===== config.mk =====
export PLATFORM = sky130hd
export DESIGN_NAME = setc_trigger_top
export DESIGN_NICKNAME = d
export VERILOG_FILES = /design/src/hw/setc_pkg.sv /design/src/hw/setc_low_pass_stage.sv /design/src/hw/setc_trigger_top.sv
export SDC_FILE = /design/constraint.sdc
export NUM_CORES = 2
export LEC_CHECK = 0
export BUFFER_PORTS_ARGS = -buffer_cell sky130_fd_sc_hd__buf_2
export CORE_MARGIN = 1.5
export CORE_UTILIZATION = 30
export CTS_CLUSTER_SIZE = 14
export DETAILED_ROUTE_END_ITERATION = 10
export GPL_TIMING_DRIVEN = 0
export HOLD_SLACK_MARGIN = 0.15
export PLACE_DENSITY = 0.47
export SLEW_MARGIN = 15
export SYNTH_ARGS = -nofsm -noshare
export SYNTH_HDL_FRONTEND = slang
export SYNTH_SLANG_ARGS = --single-unit

===== constraint.sdc =====
create_clock -name i_core_clk -period 10.6 [get_ports i_core_clk]
set_input_delay 0.53 -clock i_core_clk [delete_from_list [all_inputs] [get_ports i_core_clk]]
set_output_delay 0.53 -clock i_core_clk [all_outputs]
set_load 0.01 [all_outputs]

===== src/hw/setc_pkg.sv =====
package setc_pkg;

  // ****************************************
  // Geometry
  // ****************************************
  localparam int unsigned NUM_CH = 4;
  localparam int unsigned ADDR_W = 8;
  localparam int unsigned CUT_W = 14;

  // ****************************************
  // Register offsets
  // ****************************************
  localparam logic [7:0] REG_CHAN_EN = 8'h00;
  localparam logic [7:0] REG_LPF_EN = 8'h04;
  localparam logic [7:0] REG_LPF_CUT_BASE = 8'h08;
  localparam logic [7:0] REG_LPF_APPLY = 8'h18;
  localparam logic [7:0] REG_TRIG_CFG = 8'h20;
  localparam logic [7:0] REG_TRIG_LEVEL = 8'h24;
  localparam logic [7:0] REG_AUTO_TMO = 8'h28;
  localparam logic [7:0] REG_TRIG_APPLY = 8'h2c;
  localparam logic [7:0] REG_TIMEBASE = 8'h30;
  localparam logic [7:0] REG_STATUS = 8'h34;
  localparam logic [7:0] REG_TRIG_ACTIVE = 8'h38;
  localparam logic [7:0] REG_TRIG_COUNT = 8'h3c;

  // ****************************************
  // Field positions
  // ****************************************
  localparam int unsigned CUT_VAL_LSB = 0;
  localparam int unsigned CUT_VAL_W = 12;
  localparam int unsigned CUT_UNIT_LSB = 12;
  localparam int unsigned TCFG_MODE_LSB = 0;
  localparam int unsigned TCFG_SRC_LSB = 2;
  localparam int unsigned TCFG_DIR_BIT = 4;
  localparam int unsigned APPLY_BIT = 0;
  localparam int unsigned REARM_BIT = 1;

  // ****************************************
  // Reset values and timing
  // ****************************************
  localparam logic [3:0] CHAN_EN_RST = 4'hf;
  localparam logic [3:0] LPF_EN_RST = 4'h0;
  localparam logic [13:0] LPF_CUT_RST = 14'h1001;
  localparam logic [4:0] TRIG_CFG_RST = 5'h01;
  localparam logic [31:0] TIMEBASE_RST = 32'h000003e8;
  localparam int unsigned CLK_MHZ = 40;
  localparam int unsigned AUTO_TMO_US = 100;
  localparam logic [31:0] AUTO_TMO_RST = 32'(AUTO_TMO_US * CLK_MHZ);
  localparam logic [31:0] TIMEBASE_CONT_US = 32'h00030d40;

  typedef enum logic [1:0] {MODE_NONE, MODE_AUTO, MODE_REPEAT, MODE_SINGLE} setc_mode_t;
  typedef enum logic [1:0] {UNIT_HZ, UNIT_KHZ, UNIT_MHZ, UNIT_RSVD} setc_unit_t;

  // Cutoff to smoothing shift: largest k with fs/(6*2^k) >= fc
  function automatic logic [3:0] setc_cut_to_shift(input logic [13:0] cut, input longint fs_hz);
    longint freq;
    longint base;
    logic [3:0] k_sel;
    freq = longint'(cut[CUT_UNIT_LSB-1:CUT_VAL_LSB]);
    base = fs_hz / 6;
    k_sel = 4'h0;
    if (cut[13:12] == UNIT_KHZ)
    begin
      freq = freq * 1000;
    end
    else if (cut[13:12] != UNIT_HZ)
    begin
      freq = freq * 1000000;
    end
    for (int k = 0; k < 16; k++)
    begin
      if ((base >> k) >= freq)
      begin
        k_sel = 4'(k);
      end
    end
    return k_sel;
  endfunction

endpackage


===== src/hw/setc_low_pass_stage.sv =====
`timescale 1ns/1ps
`default_nettype none
module setc_low_pass_stage #(
  parameter int unsigned SAMPLE_W = 16
) (
  input wire logic i_core_clk,
  input wire logic i_rst_b,
  input wire logic i_valid,
  input wire logic signed [SAMPLE_W-1:0] i_sample,
  input wire logic i_enable,
  input wire logic [3:0] i_shift,
  output logic o_valid,
  output logic signed [SAMPLE_W-1:0] o_sample
);

  // ****************************************
  // First order smoother
  // ****************************************
  localparam int unsigned FRAC_W = 16;
  localparam int unsigned ACC_W = SAMPLE_W + FRAC_W + 1;

  logic signed [ACC_W-1:0] acc;
  logic signed [ACC_W-1:0] x_ext;
  logic signed [ACC_W-1:0] next_acc;

  assign x_ext = ACC_W'(signed'(i_sample)) <<< FRAC_W;
  assign next_acc = acc + ((x_ext - acc) >>> i_shift);

  // Bypass keeps the accumulator on the input so enabling causes no step
  always_ff @(posedge i_core_clk or negedge i_rst_b)
  begin
    if (!i_rst_b)
    begin
      acc <= '0;
    end
    else if (i_valid)
    begin
      acc <= i_enable ? next_acc : x_ext;
    end
  end

  always_ff @(posedge i_core_clk or negedge i_rst_b)
  begin
    if (!i_rst_b)
    begin
      o_valid <= 1'b0;
      o_sample <= '0;
    end
    else
    begin
      o_valid <= i_valid;
      if (i_valid)
      begin
        o_sample <= i_enable ? next_acc[FRAC_W +: SAMPLE_W] : i_sample;
      end
    end
  end

endmodule
`default_nettype wire


===== src/hw/setc_trigger_top.sv =====
// Added by the designer: the register offsets and strobed register access.
`timescale 1ns/1ps
`default_nettype none
// Function
// RL1: Four channels A to D, each opened or closed independently.
// RL2: Every channel has its own digital low-pass stage before measurement.
// RL3: Each low-pass stage has an enable and cutoff in Hz, kHz or MHz.
// RL4: Unconfirmed low-pass settings never take effect; previous settings stay.
// RL5: Edge mode fires when source crosses the threshold upward or downward.
// RL6: Time base of 200 ms/div or slower forces continuous capture; triggers still reported. While stopped, nothing is captured.
// RL7: Trigger mode selects exactly one of none, auto, repeat, single.
// RL8: None mode captures continuously and ignores trigger events.
// RL9: Auto mode waits for trigger but forces capture after a timeout.
// RL10: Repeat mode captures only on each trigger event.
// RL11: Single mode stops after one trigger until rearmed.
// RL12: Only the selected source channel can generate trigger events.
// RL13: Direction picks rising or falling crossing.
// RL14: Threshold is a programmable level compared with source samples.
// RL15: Auto timeout is a cycle count, restarted on arming and each trigger.
// RL16: Trigger settings apply atomically on confirmation.
module setc_trigger_top
  import setc_pkg::*;
#(
  parameter int unsigned SAMPLE_W = 16,
  parameter int unsigned RECORD_LEN = 256,
  parameter longint SAMPLE_RATE_HZ = 40000000
) (
  input wire logic i_core_clk,
  input wire logic i_rst_b,
  input wire logic [ADDR_W-1:0] i_addr,
  input wire logic [31:0] i_wr_data,
  input wire logic i_wr_en,
  input wire logic i_rd_en,
  output logic [31:0] o_rd_data,
  input wire logic i_sample_valid,
  input wire logic [NUM_CH*SAMPLE_W-1:0] i_sample,
  output logic o_capture_valid,
  output logic [NUM_CH*SAMPLE_W-1:0] o_capture_data,
  output logic o_trig_event,
  output logic o_trig_forced,
  output logic o_stopped
);

  typedef enum logic [1:0] {ST_ARMED, ST_CAPTURE, ST_STOPPED} setc_state_t;
  localparam int unsigned REC_W = $clog2(RECORD_LEN + 1);

  // ****************************************
  // Register storage
  // ****************************************
  logic [NUM_CH-1:0] chan_en;
  logic [NUM_CH-1:0] lpf_en_stg;
  logic [NUM_CH-1:0] lpf_en_act;
  logic [CUT_W-1:0] lpf_cut_stg [NUM_CH];
  logic [3:0] lpf_shift_act [NUM_CH];
  logic [4:0] trig_cfg_stg;
  logic [SAMPLE_W-1:0] level_stg;
  logic [31:0] tmo_stg;
  setc_mode_t mode_act;
  logic [1:0] src_act;
  logic dir_act;
  logic signed [SAMPLE_W-1:0] level_act;
  logic [31:0] tmo_act;
  logic [31:0] timebase;
  logic [31:0] trig_count;
  logic wr_lpf_apply;
  logic wr_trig_apply;
  logic wr_rearm;

  assign wr_lpf_apply = i_wr_en && (i_addr == REG_LPF_APPLY) && i_wr_data[APPLY_BIT];
  assign wr_trig_apply = i_wr_en && (i_addr == REG_TRIG_APPLY) && i_wr_data[APPLY_BIT];
  assign wr_rearm = i_wr_en && (i_addr == REG_TRIG_APPLY) && i_wr_data[REARM_BIT];

  // RL1: per channel open
  always_ff @(posedge i_core_clk or negedge i_rst_b)
  begin
    if (!i_rst_b)
    begin
      chan_en <= CHAN_EN_RST;
      timebase <= TIMEBASE_RST;
    end
    else if (i_wr_en)
    begin
      if (i_addr == REG_CHAN_EN)
      begin
        chan_en <= i_wr_data[NUM_CH-1:0];
      end
      else if (i_addr == REG_TIMEBASE)
      begin
        timebase <= i_wr_data;
      end
    end
  end

  // RL3: staged low-pass settings
  always_ff @(posedge i_core_clk or negedge i_rst_b)
  begin
    if (!i_rst_b)
    begin
      lpf_en_stg <= LPF_EN_RST;
      for (int i = 0; i < NUM_CH; i++)
      begin
        lpf_cut_stg[i] <= LPF_CUT_RST;
      end
    end
    else if (i_wr_en)
    begin
      if (i_addr == REG_LPF_EN)
      begin
        lpf_en_stg <= i_wr_data[NUM_CH-1:0];
      end
      for (int i = 0; i < NUM_CH; i++)
      begin
        if (i_addr == REG_LPF_CUT_BASE + 8'(4 * i))
        begin
          lpf_cut_stg[i] <= i_wr_data[CUT_W-1:0];
        end
      end
    end
  end

  // RL4: confirm copies staged values
  always_ff @(posedge i_core_clk or negedge i_rst_b)
  begin
    if (!i_rst_b)
    begin
      lpf_en_act <= LPF_EN_RST;
      for (int i = 0; i < NUM_CH; i++)
      begin
        lpf_shift_act[i] <= setc_cut_to_shift(LPF_CUT_RST, SAMPLE_RATE_HZ);
      end
    end
    else if (wr_lpf_apply)
    begin
      lpf_en_act <= lpf_en_stg;
      for (int i = 0; i < NUM_CH; i++)
      begin
        lpf_shift_act[i] <= setc_cut_to_shift(lpf_cut_stg[i], SAMPLE_RATE_HZ);
      end
    end
  end

  // Staged trigger settings
  always_ff @(posedge i_core_clk or negedge i_rst_b)
  begin
    if (!i_rst_b)
    begin
      trig_cfg_stg <= TRIG_CFG_RST;
      level_stg <= '0;
      tmo_stg <= AUTO_TMO_RST;
    end
    else if (i_wr_en)
    begin
      if (i_addr == REG_TRIG_CFG)
      begin
        trig_cfg_stg <= i_wr_data[4:0];
      end
      else if (i_addr == REG_TRIG_LEVEL)
      begin
        level_stg <= i_wr_data[SAMPLE_W-1:0];
      end
      else if (i_addr == REG_AUTO_TMO)
      begin
        tmo_stg <= i_wr_data;
      end
    end
  end

  // RL16: atomic trigger update
  always_ff @(posedge i_core_clk or negedge i_rst_b)
  begin
    if (!i_rst_b)
    begin
      mode_act <= setc_mode_t'(TRIG_CFG_RST[TCFG_MODE_LSB +: 2]);
      src_act <= TRIG_CFG_RST[TCFG_SRC_LSB +: 2];
      dir_act <= TRIG_CFG_RST[TCFG_DIR_BIT];
      level_act <= '0;
      tmo_act <= AUTO_TMO_RST;
    end
    else if (wr_trig_apply)
    begin
      // RL7: one of four modes
      mode_act <= setc_mode_t'(trig_cfg_stg[TCFG_MODE_LSB +: 2]);
      src_act <= trig_cfg_stg[TCFG_SRC_LSB +: 2];
      dir_act <= trig_cfg_stg[TCFG_DIR_BIT];
      level_act <= signed'(level_stg);
      tmo_act <= tmo_stg;
    end
  end

  // ****************************************
  // Filters
  // ****************************************
  logic [NUM_CH-1:0] f_valid;
  logic signed [SAMPLE_W-1:0] f_sample [NUM_CH];

  // RL2: one stage per channel
  for (genvar g = 0; g < NUM_CH; g++)
  begin : g_lpf
    setc_low_pass_stage #(
      .SAMPLE_W(SAMPLE_W)
    ) u_stage (
      .i_core_clk(i_core_clk),
      .i_rst_b(i_rst_b),
      .i_valid(i_sample_valid),
      .i_sample(i_sample[g*SAMPLE_W +: SAMPLE_W]),
      .i_enable(lpf_en_act[g]),
      .i_shift(lpf_shift_act[g]),
      .o_valid(f_valid[g]),
      .o_sample(f_sample[g])
    );
  end

  // ****************************************
  // Edge detection
  // ****************************************
  logic s_valid;
  logic src_above;
  logic prev_above;
  logic have_prev;
  logic trig_hit;

  assign s_valid = f_valid[0];
  // RL14: compare with threshold
  assign src_above = f_sample[src_act] > level_act;
  // RL5: crossing detection
  // RL13: direction select
  // RL12: only the selected source
  assign trig_hit = s_valid && have_prev && chan_en[src_act] &&
                    (dir_act ? (prev_above && !src_above) : (!prev_above && src_above));

  // History dropped on apply so a new level cannot fake a crossing
  always_ff @(posedge i_core_clk or negedge i_rst_b)
  begin
    if (!i_rst_b)
    begin
      prev_above <= 1'b0;
      have_prev <= 1'b0;
    end
    else if (wr_trig_apply)
    begin
      have_prev <= 1'b0;
    end
    else if (s_valid)
    begin
      prev_above <= src_above;
      have_prev <= 1'b1;
    end
  end

  // ****************************************
  // Acquisition control
  // ****************************************
  setc_state_t state;
  setc_state_t next_state;
  logic [REC_W-1:0] rec_cnt;
  logic [31:0] tmo_cnt;
  logic continuous;
  logic free_run;
  logic forced;
  logic cap;
  logic rec_done;

  // RL6: slow time base is continuous
  assign continuous = timebase >= TIMEBASE_CONT_US;
  // RL8: none mode runs freely
  assign free_run = (mode_act == MODE_NONE) || continuous;
  // RL9: forced update on timeout
  assign forced = (state == ST_ARMED) && (mode_act == MODE_AUTO) && !free_run && !trig_hit &&
                  (tmo_cnt + 32'h1 >= tmo_act);
  // RL10: capture only after a trigger
  // Stopped record stays frozen even in continuous time base
  assign cap = s_valid && ((free_run && (state != ST_STOPPED)) || (state == ST_CAPTURE) ||
                           ((state == ST_ARMED) && trig_hit));
  assign rec_done = cap && (state == ST_CAPTURE) && (rec_cnt == REC_W'(RECORD_LEN - 1));

  always_comb
  begin
    next_state = state;
    if (wr_trig_apply || wr_rearm)
    begin
      next_state = ST_ARMED;
    end
    else
    begin
      case (state)
        ST_ARMED:
        begin
          if (!free_run && (trig_hit || forced))
          begin
            next_state = ST_CAPTURE;
          end
        end
        ST_CAPTURE:
        begin
          if (free_run)
          begin
            next_state = ST_ARMED;
          end
          else if (rec_done)
          begin
            // RL11: single stops here
            next_state = (mode_act == MODE_SINGLE) ? ST_STOPPED : ST_ARMED;
          end
        end
        default:
        begin
          next_state = ST_STOPPED;
        end
      endcase
    end
  end

  always_ff @(posedge i_core_clk or negedge i_rst_b)
  begin
    if (!i_rst_b)
    begin
      state <= ST_ARMED;
    end
    else
    begin
      state <= next_state;
    end
  end

  always_ff @(posedge i_core_clk or negedge i_rst_b)
  begin
    if (!i_rst_b)
    begin
      rec_cnt <= '0;
    end
    else if (state != ST_CAPTURE)
    begin
      rec_cnt <= cap ? REC_W'(1) : '0;
    end
    else if (cap)
    begin
      rec_cnt <= rec_cnt + REC_W'(1);
    end
  end

  // RL15: timeout restarts on arm and trigger
  always_ff @(posedge i_core_clk or negedge i_rst_b)
  begin
    if (!i_rst_b)
    begin
      tmo_cnt <= '0;
    end
    else if ((state != ST_ARMED) || wr_trig_apply || wr_rearm || trig_hit || forced)
    begin
      tmo_cnt <= '0;
    end
    else
    begin
      tmo_cnt <= tmo_cnt + 32'h1;
    end
  end

  // ****************************************
  // Outputs
  // ****************************************
  always_ff @(posedge i_core_clk or negedge i_rst_b)
  begin
    if (!i_rst_b)
    begin
      o_capture_valid <= 1'b0;
      o_capture_data <= '0;
      o_trig_event <= 1'b0;
      o_trig_forced <= 1'b0;
      trig_count <= '0;
    end
    else
    begin
      o_capture_valid <= cap;
      o_trig_event <= trig_hit;
      o_trig_forced <= forced;
      if (trig_hit)
      begin
        trig_count <= trig_count + 32'h1;
      end
      if (cap)
      begin
        // RL1: closed channels read zero
        for (int i = 0; i < NUM_CH; i++)
        begin
          o_capture_data[i*SAMPLE_W +: SAMPLE_W] <= chan_en[i] ? f_sample[i] : '0;
        end
      end
    end
  end

  assign o_stopped = (state == ST_STOPPED);

  // ****************************************
  // Read back
  // ****************************************
  logic [31:0] rd_mux;

  always_comb
  begin
    rd_mux = 32'h0;
    if (i_addr == REG_CHAN_EN)
    begin
      rd_mux = 32'(chan_en);
    end
    else if (i_addr == REG_LPF_EN)
    begin
      rd_mux = {24'h0, lpf_en_stg, lpf_en_act};
    end
    else if (i_addr == REG_TRIG_CFG)
    begin
      rd_mux = 32'(trig_cfg_stg);
    end
    else if (i_addr == REG_TRIG_LEVEL)
    begin
      rd_mux = 32'(level_stg);
    end
    else if (i_addr == REG_AUTO_TMO)
    begin
      rd_mux = tmo_stg;
    end
    else if (i_addr == REG_TIMEBASE)
    begin
      rd_mux = timebase;
    end
    else if (i_addr == REG_STATUS)
    begin
      rd_mux = {27'h0, free_run, continuous, o_stopped, state};
    end
    else if (i_addr == REG_TRIG_ACTIVE)
    begin
      rd_mux = {11'h0, dir_act, src_act, mode_act, SAMPLE_W'(level_act)} >> 0;
    end
    else if (i_addr == REG_TRIG_COUNT)
    begin
      rd_mux = trig_count;
    end
    else
    begin
      for (int i = 0; i < NUM_CH; i++)
      begin
        if (i_addr == REG_LPF_CUT_BASE + 8'(4 * i))
        begin
          rd_mux = {14'h0, lpf_shift_act[i], lpf_cut_stg[i]};
        end
      end
    end
  end

  // Data stands only in the cycle after the strobe
  always_ff @(posedge i_core_clk or negedge i_rst_b)
  begin
    if (!i_rst_b)
    begin
      o_rd_data <= '0;
    end
    else
    begin
      o_rd_data <= i_rd_en ? rd_mux : 32'h0;
    end
  end

endmodule
`default_nettype wire


==> qor.yml <==
run_status:
  outcome: "complete, no violations"
logic_synthesis:
  syn_inst: 7418
  synth.avg_cell_area_um2: 8.523
  synth_top_area_frac: 0.1943
  ys.flop_type: "dfrtp_1"
  yosysWarnings: 0
  synth_cell_types: 104
  synthAdderAreaFrac: 0.2275
  ys_top_cells_by_area: "dfrtp_1, ha_1, fa_1"
  synth_edf_count: 0
  yosysTopAreaCell: "dfrtp_1"
  muxShareOfSynthArea: 0.09891
  synth-compound-area-share: 0.2030
  synth_simple_gate_area_frac: 0.1448
  synth_top_family_by_area: "adder cells"
  syn_area_um2: 63220
  async_reset_ff_frac: 1.000
  synth_most_common_cell: "inv_1"
  synth-xor-area-share: 0.04811
  synthTopCellsByCount: "inv_1, ha_1, a21oi_1"
  seq_area_frac_synth: 0.2110
  ys_seq_elements: 531
  synth_fp_nets: 8511
timing:
  max_slew_margin: 0.1292
  worst_slack_ps: 2701
  fmax_mhz: 126.6
  tightest_slew_ps: 1306
  finalHoldViolCount: 0
  whs_ps: 194.6
  fin_skew_ps: 59.97
  fin_setup_tns_ps: 0
  grt_setup_unrepaired: "no"
  slew_viol_final: 0
  setup_viol: 0
  fin_crit_ps: 7899
  fin_crit_sh: 0.7452
place:
  numPlacedInstances: 10440
  io_buffers: 205
  place_congestion: 0.9310
  dpl-instance-area_um2: 68020
  place_worst_setup_slack_ps: 2884
  dp_hpwl_um: 194500
layout:
  instances_no_fill: 10600
  area_delta_synth_final_pct: 11.85
  finalNetCount: 8825
  nFillCells: 22070
  seq_area_um2: 13340
  fin_util: 0.3374
  multi_input_area_um2: 45690
  final_area_um2: 70710
  layout-drive-gt1-share: 0.09183
power_and_ir_drop:
  powerDensity_nw_per_um2: 249.4
  power_mw: 17.64
  irDropWorstVdd_v: 0.0002326
  leakage_nw: 33.14
setup_path:
  worstPathMaxFanout: 9
  required_ps: 11170
  start_kind: "flip-flop"
  worstSetupPathType: "reg -> reg"
  slowest_delay_ps: 1000
  path_cells: "nor3_1 -> nand3b_1 -> nor4_1 -> a221oi_1 -> xnor2_1 -> nand2_1 -> o21ai_0 -> o21ai_0 -> a21oi_1 -> nand2_1 -> o21ai_0 -> ha_1 -> or3_1 -> a211oi_1 -> o21ai_0 -> a2111oi_0 -> nor2_1 -> a41oi_1 -> a21oi_1 -> a31oi_1 -> o21ai_0 -> xnor2_1 -> o21ai_0"
  crit_top_cell: "o21ai_0"
  critPathCaptureType: "flip-flop"
  slowest_stage: "nor4_1"
  arrival_ps: 8470
routing:
  vias: 57690
  ant_nets: 0
  avgViaCountPerCell: 5.441
  drc_errors: 0
  avgRoutedWirePerCell_um: 22.67
  wirelength_um: 240400
  drt_iter0_markers: 4830
  dr.pass1.iters: 7
clock_network:
  clk_latency_ps: 710
  cts_tree: "done"
  path_clk_slew_ps: 70
  cts_buffer_depth: 3
  htreeDepth: 3
  cts_resized: 0
  root_buffer: "clkbuf_16"
  cts.sinks: 531
  numCtsBuffers: 70
die:
  fp.dieW_um: 462.1
  top_level_ports: 209
  initial_core_util: 0.3017
  fp.dieH_um: 462.1
  rows: 168
  dieArea_um2: 213500
  core_um2: 209600
run:
  maxCapViolCount: 0
grt:
  grt_pass1_vias: 56880
  grt_use_total: 0.2211
  grt_pass1_wl_um: 361500
  overflow: 0
  antenna_found_initial: 26
  grt_max_degree: 89
min_path:
  min_path_type: "in -> reg"
==> final timing paths <==
path / cells after the start / end / from / slack (ps)
setup reg to reg: 23 / g_lpf[0].u_stage.acc[31]$_DFFE_PN0P_ / g_lpf[0].u_stage.acc[4]$_DFFE_PN0P_ / 2700
hold / removal: 3 / g_lpf[2].u_stage.o_sample[7]$_DFFE_PN0P_ / i_sample[39] / 190
max in group asynchronous: 7 / lpf_cut_stg[0]$_DFFE_PN1P_ / i_rst_b / 7930
setup / recovery: 23 / g_lpf[0].u_stage.acc[31]$_DFFE_PN0P_ / g_lpf[0].u_stage.acc[4]$_DFFE_PN0P_ / 2700
min in group asynchronous: 2 / g_lpf[1].u_stage.acc[12]$_DFFE_PN0P_ / i_rst_b / 350
hold reg to reg: 1 / have_prev$_DFFE_PN0P_ / have_prev$_DFFE_PN0P_ / 480
==> placed cells by master, fill, tap and decap left out, types with 34 or more instances in the layout <==
cell type and n:
inv_1 798, ha_1 708, a21oi_1 563, nor2_1 533, nand2_1 531, dfrtp_1 491
o21ai_0 348, mux2i_1 303, fa_1 276, clkbuf_1 265, mux2_2 232, buf_2 218
xnor2_1 207, nor3_1 150, nand3_1 142, a21o_1 141, xor2_1 134, nor2b_1 117
a211oi_1 97, a31oi_1 87, o21a_1 83, nand2b_1 81, clkbuf_16 71, and3_1 61
or3_1 58, o211ai_1 56, nand4_1 54, o31ai_1 45, o22ai_1 42, o2bb2ai_1 41
dfstp_2 40, a22oi_1 39, and2_1 38, buf_1 37, o21bai_1 36, o21ai_1 36
nor4_1 34
==> layer usage <==
layer | vias to the layer above | part of all wire | track usage
met5 | - | 0.00014 | 0
met4 | 6 | 0.037 | 0.07384
met3 | 334 | 0.043 | 0.02180
met2 | 1567 | 0.45 | 0.3555
met1 | 28650 | 0.47 | 0.3085
li1 | 27140 | - | -
==> worst max-delay path, delay by kind of cell (launching register included) <==
family / cells / cell delay, ps
flops: 1 / 470
compound gates: 13 / 4040
xor+xnor: 2 / 400
simple gates: 7 / 2600
fa+ha+maj: 1 / 240
==> kinds of logic after synthesis <==
family	Yosys count
and+or+nand+nor	1919
xor gates and xnor gates	344
AOI/OAI and AO/OA	1961
DFF	531
adders and majority gates	984
buffers and inverters	1117
muxes	562
==> registers in the layout (all words and copies together), names as in the netlist, 5 cells and up <==
name / count
level_stg: 16
tmo_stg: 32
o_rd_data: 32
tmo_cnt: 32
g_lpf.u_stage.o_sample: 60
lpf_shift_act: 16
trig_cfg_stg: 5
o_capture_data: 64
g_lpf.u_stage.acc: 72
lpf_cut_stg: 56
trig_count: 32
tmo_act: 32
timebase: 32
rec_cnt: 9
level_act: 16
==> power breakdown <==
part | switching [mW] | internal (mW) | leakage, nW
clock network | 1.08 | 1.44 | 1.15
registers | 0.532 | 2.32 | 6.87
logic | 7.21 | 5.05 | 25.1
==> timing repair <==
action / 4_1_cts / 5_1_grt
setup buffers: 0 / 0
hold buffers: 28 / 0
hold endpoints to repair: 105 / 0
==> final cells by class <==
| type | count | area share |
|---|---|---|
| antenna | 13 | 0.0004600 |
| sequential | 531 | 0.1886 |
| inverter | 810 | 0.04300 |
| buffer | 307 | 0.01674 |
| multi-input combinational | 5770 | 0.6462 |
| clock buffer | 95 | 0.02767 |
| tap | 2805 | 0.04963 |
| clock inverter | 31 | 0.005910 |
| timing repair buffer | 242 | 0.02180 |
(Power assumes the default switching activity.)
